### config.mk
export PLATFORM = sky130hd
export DESIGN_NAME = rscs_top
export DESIGN_NICKNAME = d
export VERILOG_FILES = /design/src/core/rscs_pkg.sv /design/src/core/rscs_pin.sv /design/src/core/rscs_top.sv
export VERILOG_INCLUDE_DIRS = /design/src /design/src/core
export SDC_FILE = /design/constraint.sdc
export NUM_CORES = 1
export LEC_CHECK = 0
export BUFFER_PORTS_ARGS = -buffer_cell sky130_fd_sc_hd__buf_2
export CAP_MARGIN = 20
export CORE_MARGIN = 1.5
export CORE_UTILIZATION = 54
export CTS_BUF_LIST = sky130_fd_sc_hd__clkbuf_8
export DETAILED_ROUTE_END_ITERATION = 16
export PLACE_DENSITY = 0.82
export SETUP_SLACK_MARGIN = 0.15
export SYNTH_ARGS = -nofsm -noshare
export SYNTH_HDL_FRONTEND = slang
export SYNTH_SLANG_ARGS = --single-unit
### constraint.sdc
create_clock -name i_clock -period 1.8 [get_ports i_clock]
set_clock_uncertainty 0.2 [all_clocks]
set_input_delay 0.09 -clock i_clock [delete_from_list [all_inputs] [get_ports i_clock]]
set_output_delay 0.09 -clock i_clock [all_outputs]
set_load 0.05 [all_outputs]
### src/core/rscs_cfg.svh
`ifndef RSCS_CFG_SVH
`define RSCS_CFG_SVH

// Register bus geometry.
`define RSCS_ADDR_W 4
`define RSCS_DATA_W 16

// Register offsets, one word each.
`define RSCS_OFS_STRAP 4'h0
`define RSCS_OFS_DIR 4'h1
`define RSCS_OFS_OUT 4'h2
`define RSCS_OFS_IN 4'h3
`define RSCS_OFS_IRQ_EN 4'h4
`define RSCS_OFS_EDGE_POL 4'h5
`define RSCS_OFS_STATUS 4'h6
`define RSCS_OFS_MASK 4'h7
`define RSCS_OFS_CARD 4'h8

// Field positions.
`define RSCS_STRAP_DRV_BIT 0
`define RSCS_STRAP_FREQ_LSB 1
`define RSCS_STRAP_FREQ_MSB 2
`define RSCS_STRAP_RSV_BIT 3
`define RSCS_STRAP_DONE_BIT 4
`define RSCS_CARD_SEL_BIT 0
`define RSCS_CARD_ON_BIT 1
`define RSCS_SHARED_PIN 11

// Reset values.
`define RSCS_RST_WORD 16'h0000
`define RSCS_RST_FREQ 2'h0

// Pins that have no edge interrupt (bits 15 down to 12).
`define RSCS_EDGE_MASK 16'h0fff

// Least width of the chip reset pulse, and its cycles at 10 MHz.
`define RSCS_CLK_HZ 10000000
`define RSCS_RESET_MIN_NS 1000
`define RSCS_RESET_MIN_CYC ((`RSCS_RESET_MIN_NS * (`RSCS_CLK_HZ / 1000000) + 999) / 1000)

`endif

### src/core/rscs_pkg.sv
package rscs_pkg;

   // Strap capture progress.
   typedef enum logic [0:0] {
      RSCS_ST_SAMPLE = 1'b0,
      RSCS_ST_LATCHED = 1'b1
   } rscs_state_t;

   // Clock source picked by the drive strap.
   typedef enum logic [0:0] {
      RSCS_SRC_CRYSTAL = 1'b0,
      RSCS_SRC_EXTERNAL = 1'b1
   } rscs_src_t;

   // Input frequency codes; only the first is legal.
   typedef enum logic [1:0] {
      RSCS_FREQ_24MHZ = 2'b00,
      RSCS_FREQ_RSV1 = 2'b01,
      RSCS_FREQ_RSV2 = 2'b10,
      RSCS_FREQ_RSV3 = 2'b11
   } rscs_freq_t;

endpackage

### src/core/rscs_pin.sv
`timescale 1ns/1ps
`include "rscs_cfg.svh"

module rscs_pin import rscs_pkg::*; #(
   parameter bit EDGE_CAPABLE = 1'b1
) (
   input wire logic i_clock,    // System clock.
   input wire logic i_arst_n,   // Asynchronous reset, active low.
   input wire logic i_pin,      // Raw pin level.
   input wire logic i_irq_en,   // Edge interrupt enable.
   input wire logic i_rise_sel, // One picks rising edges, zero falling.
   output logic o_level,        // Filtered pin level.
   output logic o_edge          // One-cycle pulse on a selected edge.
);

   logic s1_r, s2_r, s3_r, lvl_r, edge_r;
   logic s1_nxt, s2_nxt, s3_nxt, lvl_nxt, edge_nxt;

   // A level only counts once the second and third stages agree, so a
   // metastable first stage never reaches the filter.
   always_comb begin
      s1_nxt = i_pin;
      s2_nxt = s1_r;
      s3_nxt = s2_r;
      lvl_nxt = (s2_r == s3_r) ? s3_r : lvl_r;
      edge_nxt = 1'b0;
      if (EDGE_CAPABLE && i_irq_en && (lvl_nxt != lvl_r)) begin
         edge_nxt = (lvl_nxt == i_rise_sel);
      end
   end

   // Registers of the synchroniser and edge detector.
   always_ff @(posedge i_clock or negedge i_arst_n) begin
      if (!i_arst_n) begin
         s1_r <= 1'b0;
         s2_r <= 1'b0;
         s3_r <= 1'b0;
         lvl_r <= 1'b0;
         edge_r <= 1'b0;
      end else begin
         s1_r <= s1_nxt;
         s2_r <= s2_nxt;
         s3_r <= s3_nxt;
         lvl_r <= lvl_nxt;
         edge_r <= edge_nxt;
      end
   end

   assign o_level = lvl_r;
   assign o_edge = edge_r;

endmodule

### src/core/rscs_top.sv
// How it works
// The drive and frequency straps are sampled all through reset and held at the first edge after release.
// A held drive strap of zero selects the 24MHz crystal and one selects an external 24MHz clock.
// Frequency code 00 means a 24MHz input and the other codes are reserved and must not be strapped.
// The drive strap pull-down is on during reset and off once the strap is held.
// Both frequency strap pull-downs are on during reset and off once the code is held.
// The board holds the chip reset low for at least one microsecond.
// Pin eleven works as input, edge interrupt input or output, or carries the third card supply switch.
// Pins fifteen to twelve are input or output only and never raise an edge interrupt.
// The memory chip enable stays asserted low except while the controller is in standby.
// Each edge-capable pin is a plain input, an edge interrupt input or an output by configuration.
// The held strap values stay fixed until the next reset whatever the pins do later.
//
// Chosen here: the address-and-strobe port and the register offsets.
`timescale 1ns/1ps
`include "rscs_cfg.svh"

module rscs_top import rscs_pkg::*; #(
   parameter int NUM_PINS = 16,
   parameter logic [15:0] EDGE_MASK = `RSCS_EDGE_MASK
) (
   input wire logic i_clock,                      // 10 MHz system clock.
   input wire logic i_arst_n,                     // Chip reset, active low.
   input wire logic [`RSCS_ADDR_W-1:0] i_addr,    // Register address.
   input wire logic [`RSCS_DATA_W-1:0] i_wdata,   // Register write data.
   input wire logic i_wr,                         // Write strobe.
   input wire logic i_rd,                         // Read strobe.
   output logic [`RSCS_DATA_W-1:0] o_rdata,       // Read data, cycle after strobe.
   output logic o_irq,                            // Level interrupt.
   input wire logic i_clock_drive_strap,          // Drive strap pin level.
   input wire logic [1:0] i_clock_freq_strap,     // Frequency strap pin levels.
   output logic o_clock_drive_strap_pd_en,        // Drive strap pull-down enable.
   output logic [1:0] o_clock_freq_strap_pd_en,   // Frequency strap pull-down enables.
   output logic o_clock_src_external,             // One selects external clock.
   output logic [1:0] o_clock_freq_code,          // Held frequency code.
   output logic o_clock_freq_reserved,            // Held code is a reserved one.
   output logic o_strap_latched,                  // Straps have been held.
   input wire logic [NUM_PINS-1:0] i_gpio,        // General pin levels in.
   output logic [NUM_PINS-1:0] o_gpio,            // General pin levels out.
   output logic [NUM_PINS-1:0] o_gpio_oe,         // General pin output enables.
   input wire logic i_mcu_standby,                // Controller standby, same clock.
   output logic o_memory_chip_enable_low          // Memory chip enable, active low.
);

   // The register map is 16 bits wide; refuse layouts it cannot hold.
   if (NUM_PINS != 16) begin : g_bad_pins
      $error("rscs_top supports exactly 16 general pins");
   end
   if (EDGE_MASK[15:12] != 4'h0) begin : g_bad_mask
      $error("rscs_top pins 15 to 12 cannot be edge capable");
   end

   // ------------------------------------------------------------------
   // Strap capture.
   // ------------------------------------------------------------------
   logic [2:0] st1_r, st2_r, st3_r, stf_r;
   logic [2:0] stf_nxt;
   rscs_state_t state_r, state_nxt;
   rscs_src_t src_r, src_nxt;
   rscs_freq_t freq_r, freq_nxt;

   // The strap pins are synchronised without reset so that they keep
   // sampling while the chip reset is held; reset cannot load a pin value.
   always_comb begin
      stf_nxt = stf_r;
      if (st2_r == st3_r) begin
         stf_nxt = st3_r;
      end
   end

   // Strap synchroniser and filter registers.
   always_ff @(posedge i_clock) begin
      st1_r <= {i_clock_freq_strap, i_clock_drive_strap};
      st2_r <= st1_r;
      st3_r <= st2_r;
      stf_r <= stf_nxt;
   end

   // The first edge after release takes the filtered strap value; the
   // latched state then ignores the pins until the next reset.
   always_comb begin
      state_nxt = state_r;
      src_nxt = src_r;
      freq_nxt = freq_r;
      case (state_r)
         RSCS_ST_SAMPLE: begin
            src_nxt = rscs_src_t'(stf_r[0]);
            freq_nxt = rscs_freq_t'(stf_r[2:1]);
            state_nxt = RSCS_ST_LATCHED;
         end
         RSCS_ST_LATCHED: begin
            state_nxt = RSCS_ST_LATCHED;
         end
         default: begin
            state_nxt = RSCS_ST_SAMPLE;
         end
      endcase
   end

   // Held strap registers; reset loads crystal and 24MHz.
   always_ff @(posedge i_clock or negedge i_arst_n) begin
      if (!i_arst_n) begin
         state_r <= RSCS_ST_SAMPLE;
         src_r <= RSCS_SRC_CRYSTAL;
         freq_r <= RSCS_FREQ_24MHZ;
      end else begin
         state_r <= state_nxt;
         src_r <= src_nxt;
         freq_r <= freq_nxt;
      end
   end

   // Pull-downs follow the capture state, so they stay on through reset
   // and drop only once the value is held.
   assign o_clock_drive_strap_pd_en = (state_r == RSCS_ST_SAMPLE);
   assign o_clock_freq_strap_pd_en = {2{state_r == RSCS_ST_SAMPLE}};
   assign o_clock_src_external = (src_r == RSCS_SRC_EXTERNAL);
   assign o_clock_freq_code = freq_r;
   assign o_clock_freq_reserved = (freq_r != RSCS_FREQ_24MHZ);
   assign o_strap_latched = (state_r == RSCS_ST_LATCHED);

   // ------------------------------------------------------------------
   // General pins.
   // ------------------------------------------------------------------
   logic [NUM_PINS-1:0] pin_level;
   logic [NUM_PINS-1:0] pin_edge;
   logic [15:0] dir_r, out_r, irq_en_r, pol_r, status_r, mask_r;
   logic [15:0] dir_nxt, out_nxt, irq_en_nxt, pol_nxt, status_nxt, mask_nxt;
   logic card_sel_r, card_on_r, card_sel_nxt, card_on_nxt;

   // One filter and edge detector per pin; the upper four are built
   // without the edge path at all.
   for (genvar g = 0; g < NUM_PINS; g++) begin : g_pin
      rscs_pin #(
         .EDGE_CAPABLE(EDGE_MASK[g])
      ) u_pin (
         .i_clock(i_clock),
         .i_arst_n(i_arst_n),
         .i_pin(i_gpio[g]),
         .i_irq_en(irq_en_r[g]),
         .i_rise_sel(pol_r[g]),
         .o_level(pin_level[g]),
         .o_edge(pin_edge[g])
      );
   end

   // ------------------------------------------------------------------
   // Register writes and sticky status.
   // ------------------------------------------------------------------
   logic wr_hit;
   assign wr_hit = i_wr;

   // Writes update control registers; a status bit set by an edge in the
   // same cycle as its clear stays set, so no event is lost.
   always_comb begin
      dir_nxt = dir_r;
      out_nxt = out_r;
      irq_en_nxt = irq_en_r;
      pol_nxt = pol_r;
      mask_nxt = mask_r;
      card_sel_nxt = card_sel_r;
      card_on_nxt = card_on_r;
      status_nxt = status_r;
      if (wr_hit) begin
         case (i_addr)
            `RSCS_OFS_DIR: begin
               dir_nxt = i_wdata;
            end
            `RSCS_OFS_OUT: begin
               out_nxt = i_wdata;
            end
            `RSCS_OFS_IRQ_EN: begin
               irq_en_nxt = i_wdata & EDGE_MASK;
            end
            `RSCS_OFS_EDGE_POL: begin
               pol_nxt = i_wdata;
            end
            `RSCS_OFS_STATUS: begin
               status_nxt = status_r & ~i_wdata;
            end
            `RSCS_OFS_MASK: begin
               mask_nxt = i_wdata;
            end
            `RSCS_OFS_CARD: begin
               card_sel_nxt = i_wdata[`RSCS_CARD_SEL_BIT];
               card_on_nxt = i_wdata[`RSCS_CARD_ON_BIT];
            end
            default: begin
               status_nxt = status_r;
            end
         endcase
      end
      status_nxt = status_nxt | (pin_edge & EDGE_MASK);
   end

   // Control and status registers.
   always_ff @(posedge i_clock or negedge i_arst_n) begin
      if (!i_arst_n) begin
         dir_r <= `RSCS_RST_WORD;
         out_r <= `RSCS_RST_WORD;
         irq_en_r <= `RSCS_RST_WORD;
         pol_r <= `RSCS_RST_WORD;
         status_r <= `RSCS_RST_WORD;
         mask_r <= `RSCS_RST_WORD;
         card_sel_r <= 1'b0;
         card_on_r <= 1'b0;
      end else begin
         dir_r <= dir_nxt;
         out_r <= out_nxt;
         irq_en_r <= irq_en_nxt;
         pol_r <= pol_nxt;
         status_r <= status_nxt;
         mask_r <= mask_nxt;
         card_sel_r <= card_sel_nxt;
         card_on_r <= card_on_nxt;
      end
   end

   // ------------------------------------------------------------------
   // Pin drive, interrupt and memory enable outputs.
   // ------------------------------------------------------------------
   logic [15:0] gpio_o_r, gpio_oe_r, gpio_o_nxt, gpio_oe_nxt;
   logic irq_r, irq_nxt, mce_low_r, mce_low_nxt;

   // Drive values are registered so the pads never see a decode glitch;
   // the card supply takes over pin eleven whatever its direction bit.
   always_comb begin
      gpio_o_nxt = out_r;
      gpio_oe_nxt = dir_r;
      if (card_sel_r) begin
         gpio_o_nxt[`RSCS_SHARED_PIN] = card_on_r;
         gpio_oe_nxt[`RSCS_SHARED_PIN] = 1'b1;
      end
      irq_nxt = |(status_nxt & mask_nxt);
      mce_low_nxt = i_mcu_standby;
   end

   // Output registers; the memory enable comes out of reset asserted.
   always_ff @(posedge i_clock or negedge i_arst_n) begin
      if (!i_arst_n) begin
         gpio_o_r <= `RSCS_RST_WORD;
         gpio_oe_r <= `RSCS_RST_WORD;
         irq_r <= 1'b0;
         mce_low_r <= 1'b0;
      end else begin
         gpio_o_r <= gpio_o_nxt;
         gpio_oe_r <= gpio_oe_nxt;
         irq_r <= irq_nxt;
         mce_low_r <= mce_low_nxt;
      end
   end

   assign o_gpio = gpio_o_r;
   assign o_gpio_oe = gpio_oe_r;
   assign o_irq = irq_r;
   assign o_memory_chip_enable_low = mce_low_r;

   // ------------------------------------------------------------------
   // Register reads.
   // ------------------------------------------------------------------
   logic [15:0] rdata_r, rdata_nxt;
   logic [15:0] strap_word;

   // Strap readback: held drive, held code, reserved flag and done flag.
   always_comb begin
      strap_word = `RSCS_RST_WORD;
      strap_word[`RSCS_STRAP_DRV_BIT] = o_clock_src_external;
      strap_word[`RSCS_STRAP_FREQ_MSB:`RSCS_STRAP_FREQ_LSB] = freq_r;
      strap_word[`RSCS_STRAP_RSV_BIT] = o_clock_freq_reserved;
      strap_word[`RSCS_STRAP_DONE_BIT] = o_strap_latched;
   end

   // Read data stand for exactly the cycle after the strobe and are zero
   // otherwise, also for unmapped addresses.
   always_comb begin
      rdata_nxt = `RSCS_RST_WORD;
      if (i_rd) begin
         case (i_addr)
            `RSCS_OFS_STRAP: begin
               rdata_nxt = strap_word;
            end
            `RSCS_OFS_DIR: begin
               rdata_nxt = dir_r;
            end
            `RSCS_OFS_OUT: begin
               rdata_nxt = out_r;
            end
            `RSCS_OFS_IN: begin
               rdata_nxt = pin_level;
            end
            `RSCS_OFS_IRQ_EN: begin
               rdata_nxt = irq_en_r;
            end
            `RSCS_OFS_EDGE_POL: begin
               rdata_nxt = pol_r;
            end
            `RSCS_OFS_STATUS: begin
               rdata_nxt = status_r;
            end
            `RSCS_OFS_MASK: begin
               rdata_nxt = mask_r;
            end
            `RSCS_OFS_CARD: begin
               rdata_nxt = {14'h0000, card_on_r, card_sel_r};
            end
            default: begin
               rdata_nxt = `RSCS_RST_WORD;
            end
         endcase
      end
   end

   // Read data register.
   always_ff @(posedge i_clock or negedge i_arst_n) begin
      if (!i_arst_n) begin
         rdata_r <= `RSCS_RST_WORD;
      end else begin
         rdata_r <= rdata_nxt;
      end
   end

   assign o_rdata = rdata_r;

endmodule

* Yosys cells after proc, flatten, opt, wreduce, memory -nomap -nowiden
Cells that the tools add are included.
W data, S select, Z words.
** Operators by class
- Equality and inequality tests :: 49
- Muxes and demuxes :: 32
- Bitwise gates (word level) :: 5
- Reductions and logical operators :: 20
** Operator list (number)
- $pmux W16 S9 :: 1
- $mux W16 :: 5
- $and A16 B16 Y16 :: 2
- $eq A1 B1 Y1 :: 28
- $mux W1 :: 26
- $eq A4 B3 Y1 const B :: 4
- $not A16 Y16 :: 1
- $or A16 B12 Y16 :: 1
- $reduce_or A16 Y1 :: 1
- $logic_and A1 B1 Y1 :: 12
- $ne A1 B1 Y1 :: 12
- $reduce_and A2 Y1 :: 5
- $eq A4 B2 Y1 const B :: 2
- $eq A4 B1 Y1 const B :: 1
- $eq A4 B4 Y1 const B :: 1
- $logic_not A4 Y1 :: 1
- $eq A3 B3 Y1 :: 1
- $reduce_bool A2 Y1 :: 1
- $not A1 Y1 :: 1
** Storage, ports and cells
- Register bits :: 236
- Word-level logic and storage cells :: 202

* Logic depth before layout (Yosys ltp)
- Word-level depth :: 7
- Gate-level depth with buffers :: 8

* By module
From an unflattened synthesis, not the netlist that was laid out.
** Unflattened totals
- Cells, all modules :: 599
- Area total of the unflattened synthesis :: 8699.6 um^2
** By module, submodules not included
- rscs_top :: times used 1, cells each 463, area each 6272.3 um^2, sequential area each 3973.8 um^2
- rscs_pin at g_pin[0].u_pin ... :: times used 12, cells each 9, area each 161.4 um^2, sequential area each 125.1 um^2
- rscs_pin at g_pin[12].u_pin ... :: times used 4, cells each 7, area each 122.6 um^2, sequential area each 100.1 um^2

* Worst setup path before layout
Ideal clock, no wire load.
- Kind :: register to register
- From :: register freq_r[0] (netlist: o_clock_freq_code[0])
- To :: register rdata_r[3] (netlist: o_rdata[3])
- Setup time :: 140 ps
- Arrival :: 1748 ps
- Path slack :: -288 ps
- Cell stages (with the launch flop) :: 5
- Period minus slack after synthesis :: 2088 ps
- Cells stage by stage :: dfrtp_1 > or2_2 > mux2_2 > a222oi_1 > a31oi_1
** Between the ends
- Cells in the longest elaborated chain, start to end :: 3
** RTL lines
- start: declaration :: RTL line rscs_top.sv:60 : rscs_freq_t freq_r, freq_nxt;
- start signal: assignment :: RTL line rscs_top.sv:109 : freq_r <= freq_nxt;
- $reduce_bool A2 Y1 :: RTL line rscs_top.sv:119 : assign o_clock_freq_reserved = (freq_r != RSCS_FREQ_24MHZ);
- via o_clock_freq_reserved :: RTL line rscs_top.sv:36 : output logic o_clock_freq_reserved,
- $pmux W16 S9 :: RTL line rscs_top.sv:278 : case (i_addr)
- $mux W16 :: RTL line rscs_top.sv:277 : if (i_rd) begin
- via rdata_nxt[3] :: RTL line rscs_top.sv:261 : logic [15:0] rdata_r, rdata_nxt;
- end signal: assignment :: RTL line rscs_top.sv:316 : rdata_r <= `RSCS_RST_WORD;
- end signal: assignment :: RTL line rscs_top.sv:318 : rdata_r <= rdata_nxt;
- end: declaration :: RTL line rscs_top.sv:261
The timed path passes the listed nets, and every way through them passes these cells.
A chain may end at the register's enable or synchronous reset.

* Worst setup path after layout
- From :: register g_pin[2].u_pin.edge_r
- To :: register irq_r (netlist: o_irq)
** Between the ends
- Cells in the longest elaborated chain, start to end :: 3
** RTL lines
- start: declaration :: RTL line rscs_pin.sv:16 : logic s1_r, s2_r, s3_r, lvl_r, edge_r;
- start signal: assignment :: RTL line rscs_pin.sv:45 : edge_r <= edge_nxt;
- $or A16 B12 Y16 :: RTL line rscs_top.sv:193 : status_nxt = status_nxt | (pin_edge & EDGE_MASK);
- via status_nxt[2] :: RTL line rscs_top.sv:128 : logic [15:0] dir_nxt, out_nxt, irq_en_nxt, pol_nxt, status_nxt, mask_nxt;
- $and A16 B16 Y16 :: RTL line rscs_top.sv:234 : irq_nxt = |(status_nxt & mask_nxt);
- $reduce_or A16 Y1 :: RTL line rscs_top.sv:234
- via irq_nxt :: RTL line rscs_top.sv:223 : logic irq_r, irq_nxt, mce_low_r, mce_low_nxt;
- end signal: assignment :: RTL line rscs_top.sv:248 : irq_r <= irq_nxt;
- end: declaration :: RTL line rscs_top.sv:223
The timed path passes the listed nets, and every way through them passes these cells.

==> results summary <==
The flow ran to the end, but the final reports show violations. The checks that failed: hold timing, setup timing. For this run, the number of Yosys warnings is 0.

Power spread over the standard cell area amounts to 1210 nW/um^2. For this run, the post-layout net count is between 900 and 1000. The initial antenna violation count is 0. The register bit total from synthesis is 236. The total stage count of the critical path came out at 5. The average cell area after synthesis is 14.75 sq um. The switching portion of total power is 29.80%.

Per report_power, the sequential group accounts for a little under half of the total. The library cell used as clock root buffer is clkbuf_8. The via count of the routed design is between 6000 and 7000. The area growth from synthesis to layout is 34.85%. The largest net degree at the start of global routing is 80. The path category of the worst min-delay check is in2reg. The fraction of final layout cells with drive strength greater than 1 is 40.53%. Measured in cells, the most critical reg-to-reg path has a length of 5. After technology mapping, the gate count stands at 590. Setup violations remaining at the end of the flow were counted as 1.

The number of placed instances, taps included is slightly below 1000. Of the total power, combinational logic draws 19.6%. The total wire length after detailed routing came out at 22.37 mm. The worst hold path passes through 4 cells. For the worst setup path, the data required time is roughly 2000 ps. The peak per-stage delay on the critical path is 530 ps.

The number of pins exceeding their max-slew limit in the final report is 0. The clock latency of the later-clocked register in the worst-skew pair came out at 530 ps. The number of global-route vias before repair came to 6777. Traced cell by cell, the critical path runs through nor2_2, a41oi_2, o21a_1, a2111o_1, or4_1. In the synthesized netlist the dominant register cell turns out to be dfrtp_1.

The core occupancy in the finished layout came out at 74.12%. The area share of the largest cell type after synthesis is 64.43%. The total congestion overflow came out at 0. Across the VDD grid, the largest voltage drop is 0.0008727 V.

In this run the remaining antenna-violating nets after routing total 0. The setup TNS came out at -223.8 ps. The library cell with the largest summed area after synthesis is dfrtp_1.

Counting along the longest clock path gives a buffer depth of 3. The slowest stage of the critical path belongs to the cell or4_1. The number of sinks driven by the clock tree is 236. Leaving out filler cells and counting taps, the final layout contains 1119. The analysis attributes to cell leakage a power of 0.005362 uW. The worst setup path is launched from a register. The tool flagged a number of max-cap violations equal to 0.

The number of different library cells used by synthesis comes to between 40 and 50. Clock-pin slew was measured on the worst setup and hold paths at 70 ps. The number of rows in the core area came out at 46.

The total standard cell area after synthesis is 8700 sq um. The critical path buffer and inverter count is 0. TritonCTS built the clock tree. The kind of cell with the highest combined delay along the critical path is simple AND/OR/NAND/NOR gates. The number of DRC markers in iteration 0 came out at about 520. From bottom edge to top edge, the die measures 129.9 microns. The post-detailed-placement half-perimeter wirelength came out at 13.95 mm. The final cycle utilization of the critical path came out at 112.4%.

In the final routed layout, each cell accounts on average for 19.99 microns. The start-to-end type of the worst setup path is reg2reg. The maximum level of the CTS H-tree is 2. The worst hold slack came out at -30.00 ps. Buffers inserted during clock tree synthesis total 39.

The hold violation count in the final report came to 2. The fmax came out at 494.1 MHz. The worst slack at placement came out at -532.9 ps. The core region area is between 15000 and 20000 sq um.

Summed over all nets, the switching power comes to 4230 uW. The time the worst path needs with I/O delays and setup is 2024 ps. The number of port buffers came out at 101. The overall die width came out at 129.9 microns. In the routed design, unresolved DRC markers number 0. The peak fanout along the critical path is 2. The total routing usage reported by global routing is 27.62%.

After layout, the worst setup slack is -223.8 ps. The internal power summed over all cells came out at between 9000 and 10000 uW. The sequential share of the synthesized area is 67.54%.

The boundary pin count is 102. The full die area came out at 16880 sq um. The first-pass iteration count of the detailed router came out at 5. The placer congestion estimate came out at roughly 0.87. The portion of total power attributed to the clock network is 33.1%. The initial cell density of the core came out at 54.96%. Setup repair after global routing could not meet its margin everywhere. The data arrival time of the critical path is 2220 ps. The most common cell in the synthesized netlist is dfrtp_1. The net count of the mapped netlist came out at 634. The wire length of the first global-routing pass came out at about 35 mm.

The element type at the critical path end is a register. After synthesis, the cell types taking the most area are dfrtp_1, mux2_2, a22oi_1. Counting flops with a built-in enable in the synthesized netlist gives 3. The async set-or-reset flop fraction in the synthesized netlist is around 95%. The commonest cells after synthesis are dfrtp_1, mux2_2, a22oi_1, a21boi_0. The ratio of routed vias to standard cells is 5.607. The diode insertion count for antenna repair came out at 0.
-- placed cells by master (no fill, tap or decap), types with 4 or more instances in the layout --
cell	count
a221oi_1	5
nor2_1	9
and3_1	7
a21boi_1	6
a222oi_1	10
or4b_2	12
maj3_1	16
a22oi_1	39
a41oi_1	6
nor3_1	5
nand3_1	7
o21a_1	9
buf_2	96
dlygate4sd3_1	79
clkinv_2	11
dfxtp_1	9
nand4b_1	12
clkbuf_8	48
or2_2	10
a21boi_0	13
inv_1	24
buf_6	4
buf_12	5
dfrtp_1	223
mux2_2	67
a31oi_1	16
nand2_1	11
buf_4	86
a21oi_1	4
-- flip-flops by register name, indices dropped and copies added (netlist names), 16 cells and up --
register / flops
g_pin.u_pin.o_level: 16
mask_r: 16
pol_r: 16
g_pin.u_pin.s1_r: 16
o_rdata: 16
g_pin.u_pin.s2_r: 16
g_pin.u_pin.s3_r: 16
out_r: 16
status_r: 16
o_gpio_oe: 16
dir_r: 16
o_gpio: 16
-- worst reg2reg max path: cells and delay by family, from the launching register on --
| family | cells | cell delay, ps |
|---|---|---|
| AO/OA/AOI/OAI | 3 | 590 |
| flip-flops | 1 | 410 |
| AND/OR/NAND/NOR | 2 | 690 |
-- final timing paths --
check	slack [ps]	startpoint	endpoint
worst min-delay path	-30	i_wr	mask_r[3]$_DFF_PN0_
worst min register to register	140	g_pin[2].u_pin.s1_r$_DFF_PN0_	g_pin[2].u_pin.s2_r$_DFF_PN0_
worst max-delay path	-220	g_pin[2].u_pin.o_edge$_DFF_PN0_	o_irq$_DFF_PN0_
max in group asynchronous	340	i_arst_n	o_rdata[7]$_DFF_PN0_
min in group asynchronous	430	i_arst_n	o_memory_chip_enable_low$_DFF_PN0_
worst max register to register	-220	g_pin[2].u_pin.o_edge$_DFF_PN0_	o_irq$_DFF_PN0_
-- kinds of logic (layout without fill, tap and decap cells) --
| logic type | count (synthesis) | after routing | share of synthesized area, % |
|---|---|---|---|
| multiplexers | 71 | 71 | 9.219 |
| flip-flops | 236 | 236 | 67.54 |
| adder cells (fa/ha/maj) | 16 | 16 | 1.841 |
| AO/OA/AOI/OAI | 127 | 127 | 11.13 |
| buffers and inverters | 44 | 357 | 2.661 |
| XOR/XNOR | 3 | 3 | 0.3021 |
| AND/OR/NAND/NOR | 92 | 92 | 7.263 |
| other | 1 | 1 | 0.04311 |
-- final cells by class --
type,instances,area (sq um)
clock inverter,23,133.9
timing repair buffer,270,2062
multi-input combinational,310,2668
clock buffer,48,660.6
sequential,236,5877
tap,216,270.3
inverter,16,60.06
fill,963,4096
-- layer usage --
layer,vias to the layer above,GRT usage (%),share of wire (%)
met5,-,0,0
met4,0,13.33,4.1
met3,74,6.191,5.6
met2,236,45.91,50
met1,3186,34.50,41
li1,2778,-,-
-- what timing repair did --
| action | 4_1_cts | 5_1_grt |
|---|---|---|
| endpoints found under the setup margin | 6 | 74 |
| buffers inserted | 3 | 2 |
| hold buffers | 79 | 1 |
| pin swaps | 8 | 4 |
| endpoints found under the hold margin | 355 | 5 |
| gates resized for setup | 16 | 13 |
-- power by group through the flow --
stage          sequential [uW]  combinational [uW]  clock (uW)
6_report                  6720                2780        4690
5_1_grt                   6800                2950        5040
4_1_cts                   6700                2710        4750
3_5_place_dp              6780                2390           0
3_3_place_gp              6730                2320           0
2_1_floorplan             7300                 896           0
-- metrics by stage --
step                      hold slack (ps)  power [uW]  area (sq um)
after detailed placement           -85.21        9169         10030
final                              -30.00       14190         11730
after global placement             -96.67        9043         10030
after floorplan                    -405.6        8195          8741
after global routing               -14.06       14790         11730
after CTS                          -62.32       14160         11680
(Power assumes the default switching activity.)
